**src/design/pad_cell_pkg.sv**
```systemverilog
/*
 * Shared constants and mode types for the configurable pad cell.
 * Assumes: included before the store interface and both design modules.
 */
package pad_cell_pkg;

    // Storage element slots inside one pad cell
    localparam int NUM_ELEMS = 3;
    localparam int ELEM_IN = 0;
    localparam int ELEM_OUT = 1;
    localparam int ELEM_OE = 2;

    // Value every storage element and sampler holds after reset
    localparam logic Q_RESET = 1'h0;

    // How an element reacts to the shared set/reset line
    typedef enum logic [1:0] {
        SR_SYNC_SET,
        SR_SYNC_RESET,
        SR_ASYNC_PRESET,
        SR_ASYNC_CLEAR
    } sr_mode_t;

    // Resistor choice once configuration is done
    typedef enum logic [1:0] {
        PULL_NONE,
        PULL_UP,
        PULL_DOWN
    } pull_t;

endpackage : pad_cell_pkg

```
**src/design/store_if.sv**
```systemverilog
/*
 * Link between the pad cell top and one of its storage elements.
 * Assumes: the top drives data, enable and mode; the element returns q.
 */
`timescale 1ns/1ps
interface store_if;
    logic d;
    logic ce;
    logic latch;
    pad_cell_pkg::sr_mode_t mode;
    logic q;

    modport owner (output d, output ce, output latch, output mode, input q);
    modport elem (input d, input ce, input latch, input mode, output q);
endinterface : store_if

```
**src/design/store_elem.sv**
```systemverilog
/*
 * One pad cell storage element: flip-flop or transparent latch with
 * a configurable sync/async set/reset.
 * Assumes: cell clock, enable and set/reset already polarity-corrected and
 * synchronous to mclk_i; the cell clock is sampled, so its edges are seen
 * one mclk_i cycle late.
 */
`timescale 1ns/1ps
module store_elem (
    // System
    input wire logic mclk_i,
    input wire logic reset_i,
    input wire logic clk_en_i,
    // Shared cell controls
    input wire logic cell_clk_i,
    input wire logic set_reset_i,
    // Element data and config
    store_if.elem bus
);
    typedef struct packed {
        logic q;
        logic clk_prev;
    } elem_state_t;

    elem_state_t st_reg;
    elem_state_t st_next;
    logic sr_async;
    logic sr_val;
    logic edge_seen;
    logic transparent;

    always_comb begin
        sr_async = set_reset_i && (bus.mode == pad_cell_pkg::SR_ASYNC_PRESET ||
                                   bus.mode == pad_cell_pkg::SR_ASYNC_CLEAR);
        sr_val = (bus.mode == pad_cell_pkg::SR_SYNC_SET || bus.mode == pad_cell_pkg::SR_ASYNC_PRESET);
        edge_seen = cell_clk_i && !st_reg.clk_prev;
        transparent = bus.latch && cell_clk_i && bus.ce;
        st_next = st_reg;
        st_next.clk_prev = cell_clk_i;
        if (sr_async) begin
            st_next.q = sr_val;
        end else if (bus.latch) begin
            if (transparent) begin
                st_next.q = set_reset_i ? sr_val : bus.d;
            end
        end else if (edge_seen) begin
            // Sync set/reset outranks the clock enable
            if (set_reset_i) begin
                st_next.q = sr_val;
            end else if (bus.ce) begin
                st_next.q = bus.d;
            end
        end
    end

    always_ff @(posedge mclk_i or posedge reset_i) begin
        if (reset_i) begin
            st_reg <= '{q: pad_cell_pkg::Q_RESET, clk_prev: 1'h0};
        end else if (clk_en_i) begin
            st_reg <= st_next;
        end
    end

    // Async force and open latch show at once, not a cycle later
    assign bus.q = sr_async ? sr_val : (transparent ? (set_reset_i ? sr_val : bus.d) : st_reg.q);
endmodule : store_elem

```
**src/design/pad_cell.sv**
```systemverilog
/*
 * Configurable pad cell: input capture, output data and output enable
 * storage, bypass paths, control polarity, pulls and weak keeper.
 * Assumes: all inputs synchronous to mclk_i; pad wire resolved outside
 * from pad_o/pad_oe_o, pulls and keeper drive.
 */
// What this block does
// - Each of three storage elements is a flip-flop or a latch.
// - One shared cell clock; each element has its own clock enable.
// - Shared set/reset: per element sync set, sync reset, async preset, async clear.
// - Output drive, clock, enables and set/reset each have polarity inversion.
// - Before configuration: pad undriven, pull-down and keeper off.
// - Pre-configuration pull-ups follow the global mode input, else pad floats.
// - Received value reaches logic directly or via the input element.
// - Optional delay stage in front of input element data.
// - Pad data comes directly from logic or from output element.
// - Output enable comes directly or from its own element.
// - After configuration, keeper weakly drives last sensed level while pad undriven.
// - After configuration, per-pad pull-up or pull-down selectable.
`timescale 1ns/1ps
module pad_cell (
    // System
    input wire logic mclk_i,
    input wire logic reset_i,
    input wire logic clk_en_i,
    // Configuration state
    input wire logic config_done_i,
    input wire logic pullup_mode_i,
    // Fabric side
    input wire logic out_data_i,
    input wire logic out_enable_i,
    output logic in_data_o,
    // Shared cell controls
    input wire logic cell_clk_i,
    input wire logic [2:0] elem_ce_i,
    input wire logic shared_set_reset_i,
    // Element setup
    input wire logic [2:0] latch_sel_i,
    input wire pad_cell_pkg::sr_mode_t sr_mode_in_i,
    input wire pad_cell_pkg::sr_mode_t sr_mode_out_i,
    input wire pad_cell_pkg::sr_mode_t sr_mode_oe_i,
    // Polarity setup
    input wire logic inv_clk_i,
    input wire logic [2:0] inv_ce_i,
    input wire logic inv_sr_i,
    input wire logic inv_out_i,
    // Path setup
    input wire logic in_reg_sel_i,
    input wire logic in_delay_sel_i,
    input wire logic out_reg_sel_i,
    input wire logic oe_reg_sel_i,
    input wire logic keeper_sel_i,
    input wire pad_cell_pkg::pull_t pull_sel_i,
    // Pad side
    input wire logic pad_i,
    output logic pad_o,
    output logic pad_oe_o,
    output logic pull_up_o,
    output logic pull_down_o,
    output logic keeper_o,
    output logic keeper_oe_o
);
    typedef struct packed {
        logic sensed;
        logic delayed;
    } cell_state_t;

    cell_state_t st_reg;
    cell_state_t st_next;
    logic clk_pol;
    logic sr_pol;
    logic [2:0] ce_pol;
    logic out_val;
    logic oe_val;
    pad_cell_pkg::sr_mode_t modes [pad_cell_pkg::NUM_ELEMS];
    logic [2:0] elem_d;

    store_if elem_bus [pad_cell_pkg::NUM_ELEMS] ();

    // Control polarity applied once; clock and set/reset inversion shared by all elements, enable inversion per element
    assign clk_pol = cell_clk_i ^ inv_clk_i;
    assign sr_pol = shared_set_reset_i ^ inv_sr_i;
    assign ce_pol = elem_ce_i ^ inv_ce_i;

    assign modes[pad_cell_pkg::ELEM_IN] = sr_mode_in_i;
    assign modes[pad_cell_pkg::ELEM_OUT] = sr_mode_out_i;
    assign modes[pad_cell_pkg::ELEM_OE] = sr_mode_oe_i;

    // Delayed copy offsets the sampled-clock lag, keeping capture hold-free
    assign elem_d[pad_cell_pkg::ELEM_IN] = in_delay_sel_i ? st_reg.delayed : pad_i;
    assign elem_d[pad_cell_pkg::ELEM_OUT] = out_data_i;
    assign elem_d[pad_cell_pkg::ELEM_OE] = out_enable_i;

    for (genvar g = 0; g < pad_cell_pkg::NUM_ELEMS; g++) begin : g_elem
        assign elem_bus[g].d = elem_d[g];
        assign elem_bus[g].ce = ce_pol[g];
        assign elem_bus[g].latch = latch_sel_i[g];
        assign elem_bus[g].mode = modes[g];
        store_elem u_elem (
            .mclk_i(mclk_i),
            .reset_i(reset_i),
            .clk_en_i(clk_en_i),
            .cell_clk_i(clk_pol),
            .set_reset_i(sr_pol),
            .bus(elem_bus[g])
        );
    end

    always_comb begin
        st_next = st_reg;
        st_next.sensed = pad_i;
        st_next.delayed = pad_i;
    end

    always_ff @(posedge mclk_i or posedge reset_i) begin
        if (reset_i) begin
            st_reg <= '{sensed: pad_cell_pkg::Q_RESET, delayed: pad_cell_pkg::Q_RESET};
        end else if (clk_en_i) begin
            st_reg <= st_next;
        end
    end

    assign in_data_o = in_reg_sel_i ? elem_bus[pad_cell_pkg::ELEM_IN].q : pad_i;
    assign out_val = out_reg_sel_i ? elem_bus[pad_cell_pkg::ELEM_OUT].q : out_data_i;
    assign oe_val = oe_reg_sel_i ? elem_bus[pad_cell_pkg::ELEM_OE].q : out_enable_i;

    assign pad_o = out_val ^ inv_out_i;
    // Driver held off until configuration completes
    assign pad_oe_o = config_done_i && oe_val;
    // Keeper only fills in while nobody here drives the pad
    assign keeper_o = st_reg.sensed;
    assign keeper_oe_o = config_done_i && keeper_sel_i && !oe_val;
    assign pull_up_o = config_done_i ? (pull_sel_i == pad_cell_pkg::PULL_UP) : pullup_mode_i;
    assign pull_down_o = config_done_i && (pull_sel_i == pad_cell_pkg::PULL_DOWN);
endmodule : pad_cell

```
**config.mk**
```make
export PLATFORM = sky130hd
export DESIGN_NAME = pad_cell
export DESIGN_NICKNAME = d
export VERILOG_FILES = /design/src/design/pad_cell_pkg.sv /design/src/design/store_if.sv /design/src/design/store_elem.sv /design/src/design/pad_cell.sv
export SDC_FILE = /design/constraint.sdc
export NUM_CORES = 1
export LEC_CHECK = 0
export ABC_CLOCK_PERIOD_IN_PS = 5160
export BUFFER_PORTS_ARGS = -buffer_cell sky130_fd_sc_hd__buf_2
export CAP_MARGIN = 20
export CORE_UTILIZATION = 43
export CTS_CLUSTER_SIZE = 16
export DETAILED_ROUTE_END_ITERATION = 6
export PLACE_DENSITY = 0.79
export SYNTH_ARGS = -nofsm -noshare
export SYNTH_HDL_FRONTEND = slang
export SYNTH_HIERARCHICAL = 1
export SYNTH_SLANG_ARGS = --single-unit
```
**constraint.sdc**
```tcl
create_clock -name mclk_i -period 5.16 [get_ports mclk_i]
set_clock_uncertainty 0.2 [all_clocks]
set_input_delay 1.548 -clock mclk_i [delete_from_list [all_inputs] [get_ports mclk_i]]
set_output_delay 1.548 -clock mclk_i [all_outputs]
set_load 0.005 [all_outputs]
```
# Word-level counts from Yosys, hierarchy flattened
# Cells that the tools add are included.
totals:
  regBits: 5
  input_bits: 35
  elab_cells: 80
  output_inout_bits: 7
classes:
  eq_ne: 8
  bitwise_logic: 4
  n_mux: 29
  reduce_logical: 34
op_table:
  columns: ["operator", "count"]
  rows:
  - ["$mux W1", 29]
  - ["$eq A2 B2 Y1 const B", 7]
  - ["$logic_and A1 B1 Y1", 14]
  - ["$reduce_bool A4 Y1", 3]
  - ["$reduce_and A3 Y1", 3]
  - ["$reduce_bool A3 Y1", 3]
  - ["$logic_not A2 Y1", 3]
  - ["$logic_or A1 B1 Y1", 6]
  - ["$xor A1 B1 Y1", 3]
  - ["$xor A3 B3 Y3", 1]
  - ["$eq A2 B1 Y1 const B", 1]
  - ["$logic_not A1 Y1", 2]

# Depth between registers and ports, before layout
logic_depth:
  ltp_word: 8
  mapped_depth: 6
  depth_no_buf: 6

# By module
# The synthesis kept the hierarchy.
by_module_without_submodules:
  columns: ["module", "seq_area_each_um2", "area_each_um2", "instances", "cells_each"]
  rows:
  - ["store_elem", 50.0, 182.7, 3, 22]
  - ["pad_cell", 25.0, 170.2, 1, 19]

# Least setup slack after synthesis
# Ideal clock, no wire load.
synth_timing:
  path_type: "input port to output port"
  startpoint: "in inv_sr_i"
  endpoint: "out keeper_oe_o"
  cell_stages: 5
  path_buffers: 0
  required_ns: 3.412
  arrival_ns: 3.103
  slack_ns: 0.309
  cell_sequence: "xor2_1 nand2_1 a32o_1 mux2i_1 and3_1"
synth_between:
  elab_chain_cells: 7
  word_cells_on_any_way: 8
  cone_classes: "mux (4); bitwise (1); reduce/logical (3)"
synth_lines:
  columns: ["item", "line_no", "source"]
  rows:
  - ["from (decl)", "pad_cell.sv:45", "input wire logic inv_sr_i,"]
  - ["$xor A1 B1 Y1 *", "pad_cell.sv:82", "assign sr_pol = shared_set_reset_i ^ inv_sr_i;"]
  - ["$mux W1", "store_elem.sv:65", "assign bus.q = sr_async ? sr_val : (transparent ? (set_reset_i ? sr_val : bus.d) : st_reg.q);"]
  - ["$mux W1", null, null]
  - ["$mux W1 *", "store_elem.sv:65", null]
  - ["named net elem_bus[2].q", "store_if.sv:11", "logic q;"]
  - ["$mux W1 *", "pad_cell.sv:125", "assign oe_val = oe_reg_sel_i ? elem_bus[pad_cell_pkg::ELEM_OE].q : out_enable_i;"]
  - ["$logic_not A1 Y1 *", "pad_cell.sv:132", "assign keeper_oe_o = config_done_i && keeper_sel_i && !oe_val;"]
  - ["$logic_and A1 B1 Y1 *", "pad_cell.sv:132", null]
  - ["to (decl)", "pad_cell.sv:61", "output logic keeper_oe_o"]
# Mark *: on every way through the listed nets, which the timed path passes. The rest lies on a longest branch.

# Worst setup path in the final report
layout_timing:
  startpoint: "in inv_clk_i"
  endpoint: "out keeper_oe_o"
layout_between:
  elab_chain_cells: 8
layout_lines:
  columns: ["item", "line_no", "source"]
  rows:
  - ["from (decl)", "pad_cell.sv:43", "input wire logic inv_clk_i,"]
  - ["$xor A1 B1 Y1", "pad_cell.sv:81", "assign clk_pol = cell_clk_i ^ inv_clk_i;"]
  - ["named net clk_pol", "pad_cell.sv:70", "logic clk_pol;"]
  - ["$logic_and A1 B1 Y1 (2 in a row)", "store_elem.sv:37", "transparent = bus.latch && cell_clk_i && bus.ce;"]
  - ["$mux W1", null, null]
  - ["$mux W1", "store_elem.sv:65", null]
  - ["named net elem_bus[2].q", "store_if.sv:11", null]
  - ["$mux W1", "pad_cell.sv:125", null]
  - ["$logic_not A1 Y1", "pad_cell.sv:132", null]
  - ["$logic_and A1 B1 Y1", "pad_cell.sv:132", null]
# The timed path passes the listed nets, and every way through them passes these cells.

==> reports/qor.txt <==
Dominant synthesized flop cell -> dfrtp_1
Worst-path clk slew -> 0.05 ns
Critical Path Max Stage Delay -> 0.26 ns
Die ar. -> 1840 um^2
Worst slew pin tran -> 0.296 ns
CP Buf/Inv Count -> 3
Vias/cell -> 5.48
Maximum VDD drop -> 179 uV
Synth Area in Simple Gates -> 19.7%
Depth of the most critical reg-to-reg path -> 5
DP Wirelength -> 1420 um
Critical path, cell by cell -> buf_2 -> xor2_1 -> buf_4 -> and3_1 -> nand3_1 -> a32o_1 -> mux2i_1 -> and3_1 -> buf_2
Max cap viols -> 0
Unrepaired setup endpoints after global routing -> false
Final Non-Filler Cells -> 148
Tcrit/Tclk final -> 92.4%
Hold Vio Cnt, Final -> 0
Initial DRC Count -> 14
Top post-synthesis cells by area -> dfrtp_1, mux2_2, inv_1
Placer Congestion -> 0.779
Antenna violations before repair -> 0
Main combinational cell family by area after synthesis -> compound AO/OA/AOI/OAI gates
Clk_lat worst skew -> 0.24 ns
Final Setup Violations -> 0
Sequential share of the synthesized area -> 24.4%
FF-to-FF End -> g_elem[0].u_elem/st_reg[1]
Synth Register Bits -> 7
Post-DR wirelength/cell -> 11.7 um
Final Util -> 63.9%
Critical path destination -> keeper_oe_o
Number of synthesized flops with an enable pin -> 0
Core area -> 1540 um^2
Crit path arrival time -> 3.02 ns
Crit path depth -> 9
Vias in the first global route -> 706
Power density over the cells -> 216 nW/um^2
Post-Route Setup TNS -> 0 ns
Worst Setup Start Kind -> primary input
Remaining Overflow, GRT -> 0
Top cell type by total area after synthesis -> dfrtp_1
Root Buffer -> clkbuf_4
Setup Buffers After CTS -> 0
Compound-Gate Fraction of Synth Area -> 29.1%
CTS buffer count -> 3
Via count -> 811
Slowest-stage cell, CP -> a32o_1
N_diodes -> 0
Asr flop ratio synth -> 100%
Worst path top cell family by delay -> simple AND/OR/NAND/NOR gates
DIE WIDTH -> 42.9 um
DP Area -> 958 um^2
Antenna viol nets, final -> 0
Syn Area/Cell -> 8.45 um^2
Sink Count -> 7
Reg-to-reg slack, setup -> 3.73 ns
Synthesis Warnings -> 6
Initial Util -> 46.6%
Area delta synth->final -> 37.1%
Design area -> 985 um^2
Most frequent cells in the layout -> buf_2, inv_1, dfrtp_1
Worst hold path type -> reg -> reg
Max FFs per register -> 6
Outcome -> complete, no violations
Tmin final -> 4.77 ns
CP Capture Type -> output pin
Critical path class -> in -> out
GRT Resource Usage Total -> 19.4%
Total chip power -> 212 uW
Syn Inst Count -> 85
Drt drc -> 0
Synth top area share -> 24.4%
Max Clk Rate -> 0.210 GHz
Slew Viols, Final -> 0
Cts repair resizes -> 0
First-pass GRT wire length -> 2820 um
Critical Path RT -> 3.41 ns
Final net count -> 168
Post-Syn Area -> 718 um^2
Reg2reg start -> keeper_o
CTS tree -> yes
H-tree Lvls -> 1
Adder and majority cell fraction of the synthesized area -> 0%
Die Y -> 42.9 um
CTS Hold Bufs -> 0
Crit-path max FO -> 12
Share of cells above drive strength 1 -> 46.2%
Yosys cell types -> 23
Detailed-routing iteration count for the pre-antenna-repair pass -> 4
I/O Buffers -> 41
Multiplexer share of the synthesized area -> 12.2%
Crit path launch -> inv_clk_i
Total nets after synthesis -> 120
Drt total wl -> 1740 um
Largest net degree at the start of global routing -> 19
Rel. slew slack -> 80.2%
Dpl cells -> 144
Static Leak -> 0.523 nW
I/O pin total -> 42
Clk buf depth -> 2
Std cell rows -> 14
Commonest non-fill, non-tap cell in the layout -> buf_2
Synth Area in XOR/XNOR -> 7.32%
## power by group
group | leakage (nW) | internal [mW] | switching [mW] | total (mW)
Combinational | 0.427 | 0.0473 | 0.0472 | 0.0944
Clock | 0.0150 | 0.0293 | 0.0176 | 0.0470
Sequential | 0.0804 | 0.0648 | 0.00615 | 0.0710
## cell type report
type / instances / area (um^2)
multi-input combinational: 64 / 490
fill: 145 / 557
clock buffer: 4 / 26.3
timing repair buffer: 43 / 220
tap: 16 / 20.0
sequential: 7 / 175
inverter: 14 / 52.6
## routing by layer
layer  up-vias  GRT usage, %  wire, um
met3         2          3.40        75
li1        413             -         -
met1       373          24.3       781
met2        23          32.7       874
met4         0          7.50         7
met5         -             0         0
## how the worst min path moves through the flow
| stage | endpoint | cells past startpoint | slack [ns] | start |
|---|---|---|---|---|
| floorplan | g_elem[0].u_elem/st_reg[0] | 1 | 0.30 | g_elem[0].u_elem/st_reg[0] |
| global placement | keeper_o | 1 | 0.31 | keeper_o |
| detailed placement | keeper_o | 1 | 0.31 | keeper_o |
| CTS | keeper_o | 1 | 0.33 | keeper_o |
| global route | keeper_o | 1 | 0.36 | keeper_o |
| finish | keeper_o | 1 | 0.32 | keeper_o |
## metrics by stage
stage,worst slack [ns],hold slack [ns]
floorplan,0.309,0.302
global placement,0.467,0.309
detailed placement,0.416,0.314
CTS,0.364,0.327
global route,0.245,0.356
finish,0.390,0.322
## Yosys cell counts (all sizes together), types with 2 or more instances
| library cell | instances |
|---|---|
| a21oi | 6 |
| a31oi | 6 |
| a32o | 3 |
| and2b | 3 |
| and3 | 4 |
| dfrtp | 7 |
| inv | 14 |
| mux2 | 6 |
| mux2i | 2 |
| nand2 | 4 |
| nand3 | 3 |
| nand4 | 3 |
| nor2 | 6 |
| o21ai | 3 |
| o311a | 3 |
| o311ai | 3 |
| xor2 | 5 |
## cells by family (layout without fill, tap and decap cells)
group                  count (synthesis)  after routing
flip-flops                             7              7
multiplexers                           8              8
AO/OA/AOI/OAI                         25             25
buffers and inverters                 14             61
AND/OR/NAND/NOR                       25             25
XOR/XNOR                               6              6
(Power assumes the default switching activity.)
